--- src/pin_irq_pkg.sv ---
/*
 Constants, register map and sense encodings for the pin-change and
 external-line flag block. Assumes one system clock and a core that
 reaches the registers by data-space or short-form port addresses.
*/
package pin_irq_pkg;

   localparam int GROUPS      = 4;
   localparam int GROUP_BITS  = 8;
   localparam int LINES       = 2;
   localparam int IO_ADDR_W   = 6;

   localparam logic [7:0] REG_RESET      = 8'h00;
   localparam logic [7:0] IO_BASE        = 8'h20;
   localparam logic [7:0] OFF_GROUP_FLAG = 8'h3B;
   localparam logic [7:0] OFF_LINE_FLAG  = 8'h3C;
   localparam logic [7:0] OFF_GROUP_EN   = 8'h68;
   localparam logic [7:0] OFF_MASK [GROUPS] = '{8'h6B, 8'h6C, 8'h6D, 8'h73};

   typedef enum logic [1:0]
   {
      SENSE_LOW  = 2'b00,
      SENSE_ANY  = 2'b01,
      SENSE_FALL = 2'b10,
      SENSE_RISE = 2'b11
   } sense_t;

endpackage

--- src/group_watch_if.sv ---
/*
 Carrier between the register block and one pin-change group detector.
 Assumes both ends run on the same system clock.
*/
`timescale 1ns/10ps
`default_nettype none

interface group_watch_if
#(
   parameter int WIDTH = 8
);
   logic [WIDTH-1:0] pins;
   logic [WIDTH-1:0] mask;
   logic             change;

   modport detector
   (
      input  pins,
      input  mask,
      output change
   );

   modport owner
   (
      output pins,
      output mask,
      input  change
   );
endinterface

`default_nettype wire

--- src/pin_change_irq.sv ---
/*
 Pin-change groups and external-line flags with their registers.
 Assumes the core gives one-cycle read/write strobes, samples RDATA one
 cycle after RD_EN, and pulses an acknowledge on vector entry.
*/
`timescale 1ns/10ps
`default_nettype none

module pin_change_irq
   import pin_irq_pkg::*;
#(
   parameter int GROUP_COUNT = GROUPS
)
(
   // Clock and reset
   input  wire logic                     MCLK,
   input  wire logic                     RESET_N,
   // Core register access
   input  wire logic [7:0]               ADDR,
   input  wire logic                     IO_SPACE,
   input  wire logic                     WR_EN,
   input  wire logic                     RD_EN,
   input  wire logic [7:0]               WDATA,
   output logic      [7:0]               RDATA,
   // Settings held elsewhere in the core
   input  wire logic                     GLOBAL_IE,
   input  wire logic [LINES-1:0]         LINE_ENABLE,
   input  wire logic [1:0]               LINE0_SENSE_FIELD,
   input  wire logic [1:0]               LINE1_SENSE_FIELD,
   // Pins
   input  wire logic [LINES-1:0]         EXT_LINE_IN,
   input  wire logic [GROUPS*GROUP_BITS-1:0] CHANGE_WATCH_IN,
   // Vector requests and acknowledges
   output logic      [LINES-1:0]         LINE_REQ,
   input  wire logic [LINES-1:0]         LINE_ACK,
   output logic      [GROUPS-1:0]        GROUP_REQ,
   input  wire logic [GROUPS-1:0]        GROUP_ACK
);

   if (GROUP_COUNT != GROUPS)
   begin : g_bad_count
      $error("pin_change_irq: group count is fixed by the register map");
   end

   // Address decode
   function automatic logic reg_hit(input logic [7:0] addr, input logic [7:0] off);
      reg_hit = (addr == off);
   endfunction

   // Edge-mode event from sense code; level mode never sets a flag
   function automatic logic line_event(input sense_t s, input logic cur, input logic prev);
      case (s)
         SENSE_ANY:  line_event = cur ^ prev;
         SENSE_FALL: line_event = prev & ~cur;
         SENSE_RISE: line_event = cur & ~prev;
         default:    line_event = 1'b0;
      endcase
   endfunction

   logic [7:0]        eff_addr;
   logic              hit_gflag;
   logic              hit_lflag;
   logic              hit_gen;
   logic [GROUPS-1:0] hit_mask;
   logic              wr_gflag;
   logic              wr_lflag;
   logic              wr_gen;

   logic [GROUPS-1:0] gflag_q;
   logic [GROUPS-1:0] gflag_d;
   logic [GROUPS-1:0] gen_q;
   logic [GROUPS-1:0] gen_d;
   logic [7:0]        mask_q [GROUPS];
   logic [GROUPS-1:0] group_set;

   logic [LINES-1:0]  lflag_q;
   logic [LINES-1:0]  lflag_d;
   logic [LINES-1:0]  line_samp_q;
   logic [LINES-1:0]  line_prev_q;
   logic [1:0]        line_armed_q;
   logic [LINES-1:0]  line_set;
   logic [LINES-1:0]  line_level;
   sense_t            line_sense [LINES];

   logic [7:0]        rd_data_d;
   logic [7:0]        mask_rd [GROUPS];

   // Short form only spans 0x20..0x5F, so extended registers stay unreachable
   assign eff_addr = IO_SPACE ? 8'({2'b00, ADDR[IO_ADDR_W-1:0]} + IO_BASE)
                              : ADDR;
   assign hit_gflag = reg_hit(eff_addr, OFF_GROUP_FLAG);
   assign hit_lflag = reg_hit(eff_addr, OFF_LINE_FLAG);
   assign hit_gen   = reg_hit(eff_addr, OFF_GROUP_EN);
   assign wr_gflag  = WR_EN & hit_gflag;
   assign wr_lflag  = WR_EN & hit_lflag;
   assign wr_gen    = WR_EN & hit_gen;

   // Pin-change groups
   group_watch_if #(.WIDTH(GROUP_BITS)) gw [GROUPS] ();

   for (genvar g = 0; g < GROUPS; g++)
   begin : g_group
      assign hit_mask[g]  = reg_hit(eff_addr, OFF_MASK[g]);
      assign gw[g].pins   = CHANGE_WATCH_IN[g*GROUP_BITS +: GROUP_BITS];
      assign gw[g].mask   = mask_q[g];
      assign group_set[g] = gw[g].change;
      assign mask_rd[g]   = hit_mask[g] ? mask_q[g] : REG_RESET;

      change_watch_group #(.WIDTH(GROUP_BITS)) u_watch
      (
         .MCLK    (MCLK),
         .RESET_N (RESET_N),
         .grp     (gw[g])
      );

      always_ff @(posedge MCLK)
      begin
         if (!RESET_N)
            mask_q[g] <= REG_RESET;
         else if (WR_EN && hit_mask[g])
            mask_q[g] <= WDATA;
      end
   end

   // Set beats acknowledge and write-one clear; enables do not gate setting
   assign gflag_d = group_set | (gflag_q & ~(GROUP_ACK
                    | ({GROUPS{wr_gflag}} & WDATA[GROUPS-1:0])));
   assign gen_d   = wr_gen ? WDATA[GROUPS-1:0] : gen_q;
   // One request line per group, each its own vector
   assign GROUP_REQ = gflag_q & gen_q & {GROUPS{GLOBAL_IE}};

   // External lines; pin direction is not seen here, so outputs still trigger
   assign line_sense[0] = sense_t'(LINE0_SENSE_FIELD);
   assign line_sense[1] = sense_t'(LINE1_SENSE_FIELD);

   for (genvar l = 0; l < LINES; l++)
   begin : g_line
      assign line_level[l] = (line_sense[l] == SENSE_LOW);
      assign line_set[l]   = line_armed_q[1]
                             & line_event(line_sense[l], line_samp_q[l], line_prev_q[l]);
      // Level mode pins the flag low; set wins over both clears otherwise
      assign lflag_d[l] = line_level[l] ? 1'b0
                          : line_set[l] | (lflag_q[l] & ~(LINE_ACK[l]
                            | (wr_lflag & WDATA[l])));
      // Level request follows the pin itself, never a stored flag
      assign LINE_REQ[l] = GLOBAL_IE & LINE_ENABLE[l]
                           & (line_level[l] ? ~line_samp_q[l] : lflag_q[l]);
   end

   // Read data
   always_comb
   begin
      rd_data_d = REG_RESET;
      if (hit_gflag)
         rd_data_d = {{(8-GROUPS){1'b0}}, gflag_q};
      else if (hit_lflag)
         rd_data_d = {{(8-LINES){1'b0}}, lflag_q};
      else if (hit_gen)
         rd_data_d = {{(8-GROUPS){1'b0}}, gen_q};
      else
         for (int k = 0; k < GROUPS; k++)
            rd_data_d = rd_data_d | mask_rd[k];
   end

   always_ff @(posedge MCLK)
   begin
      if (!RESET_N)
      begin
         gflag_q <= '0;
         gen_q   <= '0;
         lflag_q <= '0;
      end
      else
      begin
         gflag_q <= gflag_d;
         gen_q   <= gen_d;
         lflag_q <= lflag_d;
      end
   end

   always_ff @(posedge MCLK)
   begin
      if (!RESET_N)
      begin
         line_samp_q  <= '0;
         line_prev_q  <= '0;
         line_armed_q <= '0;
      end
      else
      begin
         line_samp_q  <= EXT_LINE_IN;
         line_prev_q  <= line_samp_q;
         line_armed_q <= {line_armed_q[0], 1'b1};
      end
   end

   // Unmapped reads return zero; RDATA holds its last value while RD_EN is low
   always_ff @(posedge MCLK)
   begin
      if (!RESET_N)
         RDATA <= REG_RESET;
      else if (RD_EN)
         RDATA <= rd_data_d;
   end

   // Checks
   line_flag_set_a : assert property (
      @(posedge MCLK) disable iff (!RESET_N)
      (line_set[1] && !line_level[1]) |=> lflag_q[1])
      else $error("line 1 event did not set its flag");

   line_req_a : assert property (
      @(posedge MCLK) disable iff (!RESET_N)
      (LINE_REQ[0] && !line_level[0]) |-> (lflag_q[0] && GLOBAL_IE && LINE_ENABLE[0]))
      else $error("line 0 request without flag and enables");

   ack_clear_a : assert property (
      @(posedge MCLK) disable iff (!RESET_N)
      (GROUP_ACK[2] && !group_set[2]) |=> !gflag_q[2])
      else $error("group 2 flag survived its acknowledge");

   w1c_a : assert property (
      @(posedge MCLK) disable iff (!RESET_N)
      (wr_gflag && !GROUP_ACK[0] && !group_set[0])
      |=> (gflag_q[0] == ($past(gflag_q[0]) && !$past(WDATA[0]))))
      else $error("group 0 flag write-one-clear wrong");

   level_zero_a : assert property (
      @(posedge MCLK) disable iff (!RESET_N)
      line_level[0] |=> !lflag_q[0])
      else $error("line 0 flag set in level mode");

   sense_rise_a : assert property (
      @(posedge MCLK) disable iff (!RESET_N)
      (line_armed_q[1] && line_sense[0] == SENSE_RISE && line_samp_q[0]
       && !line_prev_q[0]) |=> lflag_q[0])
      else $error("rising edge on line 0 missed");

   group_en_a : assert property (
      @(posedge MCLK) disable iff (!RESET_N)
      GROUP_REQ[1] |-> (GLOBAL_IE && gen_q[1] && gflag_q[1]))
      else $error("group 1 request without enables");

   pin_map_a : assert property (
      @(posedge MCLK) disable iff (!RESET_N)
      (mask_q[1][1] && $changed(CHANGE_WATCH_IN[9]) && !GROUP_ACK[1] && !wr_gflag)
      ##1 (mask_q[1][1] && $stable(CHANGE_WATCH_IN[9])) ##1 mask_q[1][1]
      |=> gflag_q[1])
      else $error("pin 9 change did not reach group 1");

   group_req_a : assert property (
      @(posedge MCLK) disable iff (!RESET_N)
      (gflag_q[3] && gen_q[3] && GLOBAL_IE) |-> GROUP_REQ[3])
      else $error("group 3 request missing");

   mask_block_a : assert property (
      @(posedge MCLK) disable iff (!RESET_N)
      (mask_q[0] == REG_RESET && !gflag_q[0])[*3] |=> !gflag_q[0])
      else $error("group 0 flag set with all pins masked");

   io_flag_a : assert property (
      @(posedge MCLK) disable iff (!RESET_N)
      (RD_EN && IO_SPACE && ADDR[IO_ADDR_W-1:0] == 6'h1B)
      |=> (RDATA == {4'h0, $past(gflag_q)}))
      else $error("short-form read of group flags wrong");

   poll_a : assert property (
      @(posedge MCLK) disable iff (!RESET_N)
      (group_set[0] && !GLOBAL_IE) |=> gflag_q[0])
      else $error("group 0 flag not set while disabled");

   line_ack_a : assert property (
      @(posedge MCLK) disable iff (!RESET_N)
      (LINE_ACK[0] && !line_set[0]) |=> !lflag_q[0])
      else $error("line 0 flag survived its acknowledge");

   line_w1c_a : assert property (
      @(posedge MCLK) disable iff (!RESET_N)
      (wr_lflag && WDATA[1] && !line_set[1]) |=> !lflag_q[1])
      else $error("line 1 flag not cleared by write of one");

   line_keep_a : assert property (
      @(posedge MCLK) disable iff (!RESET_N)
      (lflag_q[1] && wr_lflag && !WDATA[1] && !LINE_ACK[1] && !line_level[1])
      |=> lflag_q[1])
      else $error("line 1 flag lost on write of zero");

   line_any_a : assert property (
      @(posedge MCLK) disable iff (!RESET_N)
      (line_armed_q[1] && line_sense[1] == SENSE_ANY
       && line_samp_q[1] != line_prev_q[1]) |=> lflag_q[1])
      else $error("line 1 change missed");

   vector_own_a : assert property (
      @(posedge MCLK) disable iff (!RESET_N)
      (GROUP_REQ[0] && !gflag_q[2]) |-> !GROUP_REQ[2])
      else $error("group 2 vector raised by another group");

   group_set_a : assert property (
      @(posedge MCLK) disable iff (!RESET_N)
      group_set[2] |=> gflag_q[2])
      else $error("group 2 change did not set its flag");

   mask1_gate_a : assert property (
      @(posedge MCLK) disable iff (!RESET_N)
      (mask_q[1] == REG_RESET) |-> !group_set[1])
      else $error("group 1 change seen with mask clear");

   mask2_gate_a : assert property (
      @(posedge MCLK) disable iff (!RESET_N)
      (mask_q[2] == REG_RESET) |-> !group_set[2])
      else $error("group 2 change seen with mask clear");

   mask3_gate_a : assert property (
      @(posedge MCLK) disable iff (!RESET_N)
      (mask_q[3] == REG_RESET) |-> !group_set[3])
      else $error("group 3 change seen with mask clear");

   io_write_a : assert property (
      @(posedge MCLK) disable iff (!RESET_N)
      (WR_EN && IO_SPACE && ADDR[IO_ADDR_W-1:0] == 6'h1B && WDATA[1] && !group_set[1])
      |=> !gflag_q[1])
      else $error("short-form write did not clear group 1 flag");

   group_irq_c : cover property (
      @(posedge MCLK) disable iff (!RESET_N)
      GROUP_REQ[0] ##1 GROUP_ACK[0]);

   line_irq_c : cover property (
      @(posedge MCLK) disable iff (!RESET_N)
      (LINE_REQ[1] && !line_level[1]) ##[1:20] LINE_ACK[1]);

   sw_clear_c : cover property (
      @(posedge MCLK) disable iff (!RESET_N)
      gflag_q[3] ##1 (wr_gflag && WDATA[3]) ##1 !gflag_q[3]);

   level_req_c : cover property (
      @(posedge MCLK) disable iff (!RESET_N)
      LINE_REQ[0] && line_level[0]);

   poll_c : cover property (
      @(posedge MCLK) disable iff (!RESET_N)
      group_set[0] && !GLOBAL_IE);

endmodule

`default_nettype wire

--- src/change_watch_group.sv ---
/*
 Change detector for one group of eight watched pins.
 Assumes pins already synchronous to MCLK.
*/
`timescale 1ns/10ps
`default_nettype none

module change_watch_group
   import pin_irq_pkg::*;
#(
   parameter int WIDTH = GROUP_BITS
)
(
   // Clock and reset
   input  wire logic        MCLK,
   input  wire logic        RESET_N,
   // Group signals
   group_watch_if.detector  grp
);

   logic [WIDTH-1:0] sample_q;
   logic [WIDTH-1:0] prev_q;
   logic [1:0]       armed_q;
   logic [WIDTH-1:0] diff;

   if (WIDTH != GROUP_BITS)
   begin : g_bad_width
      $error("change_watch_group: width must match the register width");
   end

   always_ff @(posedge MCLK)
   begin
      if (!RESET_N)
      begin
         sample_q <= '0;
         prev_q   <= '0;
         armed_q  <= '0;
      end
      else
      begin
         sample_q <= grp.pins;
         prev_q   <= sample_q;
         armed_q  <= {armed_q[0], 1'b1};
      end
   end

   // No compare until both samples hold real pin values
   assign diff       = (sample_q ^ prev_q) & grp.mask;
   assign grp.change = armed_q[1] & (|diff);

   // Judged from the pin itself, so a broken diff path still trips it
   masked_change_a : assert property (
      @(posedge MCLK) disable iff (!RESET_N)
      (armed_q[1] && grp.pins[0] != sample_q[0]) |=> (!grp.mask[0] || grp.change))
      else $error("masked pin change not reported");

endmodule

`default_nettype wire

--- config.mk ---
export PLATFORM = sky130hd
export DESIGN_NAME = pin_change_irq
export DESIGN_NICKNAME = d
export VERILOG_FILES = /design/src/pin_irq_pkg.sv /design/src/group_watch_if.sv /design/src/pin_change_irq.sv /design/src/change_watch_group.sv
export SDC_FILE = /design/constraint.sdc
export NUM_CORES = 1
export LEC_CHECK = 0
export ABC_AREA = 1
export BUFFER_PORTS_ARGS = -buffer_cell sky130_fd_sc_hd__buf_2
export CAP_MARGIN = 20
export CELL_PAD_IN_SITES_DETAIL_PLACEMENT = 0
export CELL_PAD_IN_SITES_GLOBAL_PLACEMENT = 1
export CORE_ASPECT_RATIO = 0.8
export CORE_MARGIN = 2
export CORE_UTILIZATION = 41
export DETAILED_ROUTE_END_ITERATION = 16
export HOLD_SLACK_MARGIN = 0.12
export PLACE_DENSITY_LB_ADDON = 0.12
export SLEW_MARGIN = 10
export SYNTH_ARGS = -nofsm -noshare
export SYNTH_HDL_FRONTEND = slang
export SYNTH_SLANG_ARGS = --single-unit
export TNS_END_PERCENT = 1
--- constraint.sdc ---
create_clock -name MCLK -period 1.91 [get_ports MCLK]
set_clock_uncertainty 0.05 [all_clocks]
set_input_delay 0.0955 -clock MCLK [delete_from_list [all_inputs] [get_ports MCLK]]
set_output_delay 0.0955 -clock MCLK [all_outputs]
set_load 0.05 [all_outputs]
==> load_flow_metrics.sql <==
INSERT INTO impl_metrics (metric_group, metric, value, unit) VALUES
('sta', 'slew_violations', '0', ''),
('yosys', 'synth.area.top_cells', 'sky130_fd_sc_hd__dfxtp_1 35%, sky130_fd_sc_hd__edfxtp_1 19%, sky130_fd_sc_hd__nand2_1 14%, sky130_fd_sc_hd__inv_1 8.2%, sky130_fd_sc_hd__nor2_1 4.9%', ''),
('global_routing', 'antenna_found_initial', '0', ''),
('sta', 'setup_violations', '0', ''),
('floorplan', 'core_area', '12100', 'um^2'),
('drt', 'drt_wl_total', '12400', 'um'),
('final_layout', 'register_area', '2720', 'um^2'),
('clock_network', 'number_of_cells_upsized_or_downsized_after_cts', '0', ''),
('sta', 'final.period_utilization', '90.2', '%'),
('power_and_ir_drop', 'power.density_cell_area', '972', 'nW/um^2'),
('sta', 'relSlewSlack', '68.5', '%'),
('final_layout', 'post_route_cells_drive_above_1_share', '16.9', '%'),
('yosys', 'ys_seq_area_share', '54.3', '%'),
('final_layout', 'stdcell_count', '958', ''),
('yosys', 'synth_commonest_cells', '185 x sky130_fd_sc_hd__nand2_1, 110 x sky130_fd_sc_hd__inv_1, 88 x sky130_fd_sc_hd__dfxtp_1', ''),
('yosys', 'mappedNetlistNets', '711', ''),
('placed_design', 'buffer_ports.inserted', '81', ''),
('setup_path', 'crit_path_max_fanout', '8', ''),
('power_and_ir_drop', 'seq_power_share', '42.0', '%'),
('yosys', 'synth_flop_cell', 'sky130_fd_sc_hd__dfxtp_1', ''),
('global_routing', 'grt.overflow.total', '0', ''),
('placed_design', 'routability_congestion', '0.863', ''),
('drt', 'post_detailed_route_count_of_antenna_violating_nets', '0', ''),
('global_routing', 'global_route_wire_length_before_repair', '19400', 'um'),
('clock_network', 'cts-htree-levels', '4', ''),
('power_and_ir_drop', 'power.switching', '1.47', 'mW'),
('yosys', 'yosys.cell_types.count', '31', ''),
('setup_path', 'rr_endpoint', 'gflag_q[3]$_SDFF_PN0_', ''),
('final_layout', 'finalNetCount', '865', ''),
('clock_network', 'clk_path_buf_depth', '2', ''),
('power_and_ir_drop', 'p_int', '5.20', 'mW'),
('setup_path', 'end_kind', 'register', ''),
('clock_network', 'clk_pin_slew', '0.05', 'ns'),
('yosys', 'synth-async-reset-ratio', '0', '%'),
('floorplan', 'floorplan.die_area', '13100', 'um^2'),
('sta', 'slew_at_the_pin_closest_to_its_max_slew_limit', '0.472', 'ns'),
('placed_design', 'placed_cells_incl_taps', '863', ''),
('drt', 'wl_per_cell', '13.0', 'um'),
('final_layout', 'num_antenna_cells', '0', ''),
('power_and_ir_drop', 'vdd.ir_drop.worst', '0.000689', 'V'),
('floorplan', 'num_io_pins', '82', ''),
('yosys', 'yosys_warnings', '0', ''),
('hold_path', 'min-delay-path-class', 'input pin to register', ''),
('sta', 'rsz_0062_raised_after_global_routing', 'false', ''),
('setup_path', 'worstSetupEndpoint', 'gflag_q[0]$_SDFF_PN0_', ''),
('yosys', 'yosysMostFrequentCell', 'sky130_fd_sc_hd__nand2_1', ''),
('floorplan', 'floorplan.initialDensity', '41.6', '%'),
('floorplan', 'placement_rows', '36', ''),
('final_layout', 'fill_cells', '1121', ''),
('yosys', 'number_of_flops_mapped_to_enable_cells_by_yosys', '32', ''),
('setup_path', 'reg2reg_setup_slack', '0.51', 'ns'),
('power_and_ir_drop', 'netSwitchingFraction', '22.1', '%'),
('yosys', 'yosys_register_bits', '120', ''),
('yosys', 'synth.cell_area', '5020', 'um^2'),
('sta', 'finalSetupTns', '0', 'ns'),
('setup_path', 'regToRegStartpoint', 'g_group[3].u_watch.sample_q[2]$_SDFF_PN0_', ''),
('drt', 'initialDrtViolationCount', '300', ''),
('final_layout', 'multi_input_comb_area', '1800', 'um^2'),
('sta', 'max_clock_freq', '0.580', 'GHz'),
('drt', 'number_of_vias_per_cell_after_detailed_routing', '4.54', ''),
('yosys', 'synthDominantAreaCellType', 'sky130_fd_sc_hd__dfxtp_1', ''),
('clock_network', 'postCtsSetupRepairBufs', '0', ''),
('run_status', 'outcome', 'completed', ''),
('final_layout', 'synthToLayoutAreaGrowth', '36.8', '%'),
('power_and_ir_drop', 'p_leak', '3.49', 'nW'),
('setup_path', 'start_kind', 'input pin', ''),
('clock_network', 'tritoncts_clock_tree', 'yes', ''),
('sta', 'finalHoldViolations', '0', ''),
('yosys', 'syn-mean-instance-area', '7.85', 'um^2'),
('global_routing', 'grt_max_degree', '52', ''),
('placed_design', 'detailedPlacementHpwl', '8680', 'um');
==> cells by family after synthesis <==
family          after synthesis  synth area share (%)
compound gates               66                  6.83
flops                       120                  54.3
simple gates                314                  26.9
buf+inv                     128                  9.80
xor+xnor                      7                  1.22
fa+ha+maj                     4                 0.998
==> state kept, by name (all words and copies together), names as in the netlist, 4 cells and up <==
register,cells
g_group.u_watch.prev_q,32
gen_q,4
g_group.u_watch.sample_q,32
RDATA,8
mask_q,32
gflag_q,4
==> per-layer routing <==
metal,track usage [%],vias up,share of wire (%)
li1,-,2294,-
met1,26.4,1924,49
met2,30.6,124,44
met3,5.19,12,5.7
met4,7.78,0,1.5
met5,0,-,0
==> area by class of cell <==
cell class              instances  area share (%)
inverters                     114            6.24
repair buffers                149            15.8
well taps                     152            2.77
multi-input cells             391            26.3
clock buffers                  21            7.18
clock inverters                11            2.04
flip-flops and latches        120            39.7
==> worst min-delay path by stage <==
stage	start	end	cells past startpoint
after floorplan	RESET_N	g_group[3].u_watch.armed_q[0]$_DFF_P_	0
after global placement	CHANGE_WATCH_IN[21]	g_group[2].u_watch.sample_q[5]$_SDFF_PN0_	3
after detailed placement	CHANGE_WATCH_IN[14]	g_group[1].u_watch.sample_q[6]$_SDFF_PN0_	3
after CTS	RESET_N	g_group[3].u_watch.armed_q[0]$_DFF_P_	2
after global routing	RESET_N	g_group[3].u_watch.armed_q[0]$_DFF_P_	2
final	RESET_N	g_group[3].u_watch.armed_q[0]$_DFF_P_	2
==> layout by cell type, fill, tap and decap left out, types with 2 or more instances in the layout <==
| cell type | netlist | routed |
|---|---|---|
| sky130_fd_sc_hd__nand2_1 | 185 | 185 |
| sky130_fd_sc_hd__inv_1 | 110 | 110 |
| sky130_fd_sc_hd__dfxtp_1 | 88 | 88 |
| sky130_fd_sc_hd__buf_2 | 3 | 81 |
| sky130_fd_sc_hd__nor2_1 | 65 | 65 |
| sky130_fd_sc_hd__dlygate4sd3_1 | 0 | 63 |
| sky130_fd_sc_hd__edfxtp_1 | 32 | 32 |
| sky130_fd_sc_hd__a21oi_1 | 29 | 29 |
| sky130_fd_sc_hd__nand3_1 | 24 | 24 |
| sky130_fd_sc_hd__o21ai_0 | 21 | 21 |
| sky130_fd_sc_hd__clkbuf_16 | 0 | 19 |
| sky130_fd_sc_hd__o21ai_1 | 8 | 8 |
| sky130_fd_sc_hd__nor3_1 | 7 | 7 |
| sky130_fd_sc_hd__nand4_1 | 7 | 7 |
| sky130_fd_sc_hd__o22ai_1 | 6 | 6 |
| sky130_fd_sc_hd__xor2_1 | 5 | 5 |
| sky130_fd_sc_hd__or2_2 | 5 | 5 |
| sky130_fd_sc_hd__nand3b_1 | 5 | 5 |
| sky130_fd_sc_hd__inv_2 | 4 | 4 |
| sky130_fd_sc_hd__nand2_2 | 4 | 4 |
| sky130_fd_sc_hd__nand3_2 | 4 | 4 |
| sky130_fd_sc_hd__ha_1 | 4 | 4 |
| sky130_fd_sc_hd__buf_4 | 0 | 4 |
| sky130_fd_sc_hd__clkinv_1 | 0 | 3 |
| sky130_fd_sc_hd__bufinv_16 | 0 | 3 |
| sky130_fd_sc_hd__o211ai_1 | 2 | 2 |
| sky130_fd_sc_hd__and2_1 | 2 | 2 |
| sky130_fd_sc_hd__nor3_2 | 2 | 2 |
| sky130_fd_sc_hd__xnor2_1 | 2 | 2 |
| sky130_fd_sc_hd__clkinv_4 | 0 | 2 |
==> worst max-delay path, cell delays in order <==
cell and delay (ns):
sky130_fd_sc_hd__buf_2 0.11, sky130_fd_sc_hd__nand2_2 0.10, sky130_fd_sc_hd__nand2_2 0.09, sky130_fd_sc_hd__nor3_1 0.28
sky130_fd_sc_hd__nand2_1 0.26, sky130_fd_sc_hd__nor2_2 0.23, sky130_fd_sc_hd__nand2_1 0.07, sky130_fd_sc_hd__nand3b_1 0.08
sky130_fd_sc_hd__dlygate4sd3_1 0.56, sky130_fd_sc_hd__a21oi_1 0.06
==> metrics by stage <==
| stage | hold WS (ns) | area [um^2] | util, % | setup slack [ns] | power, mW |
|---|---|---|---|---|---|
| after CTS | 0.121 | 6860 | 56.9 | 0.244 | 6.73 |
| after global placement | 0.226 | 5600 | 46.4 | 0.257 | 3.26 |
| after floorplan | 0.0732 | 5020 | - | 0.204 | 3.08 |
| after detailed placement | 0.230 | 5600 | 46.4 | 0.206 | 3.27 |
| after global routing | 0.136 | 6860 | 56.9 | 0.0482 | 6.91 |
| final | 0.128 | 6860 | 56.9 | 0.187 | 6.67 |
==> power groups by stage <==
stage | registers [mW] | logic, mW | clock network [mW]
after CTS | 2.80 | 0.507 | 3.42
after floorplan | 2.84 | 0.243 | 0
after global placement | 2.85 | 0.404 | 0
final | 2.80 | 0.506 | 3.36
after global routing | 2.82 | 0.567 | 3.53
after detailed placement | 2.86 | 0.412 | 0
==> what timing repair did <==
action	4_1_cts	5_1_grt
endpoints found under the setup margin	0	0
hold buffers	63	0
hold endpoints to repair	73	0
(Power assumes the default switching activity.)
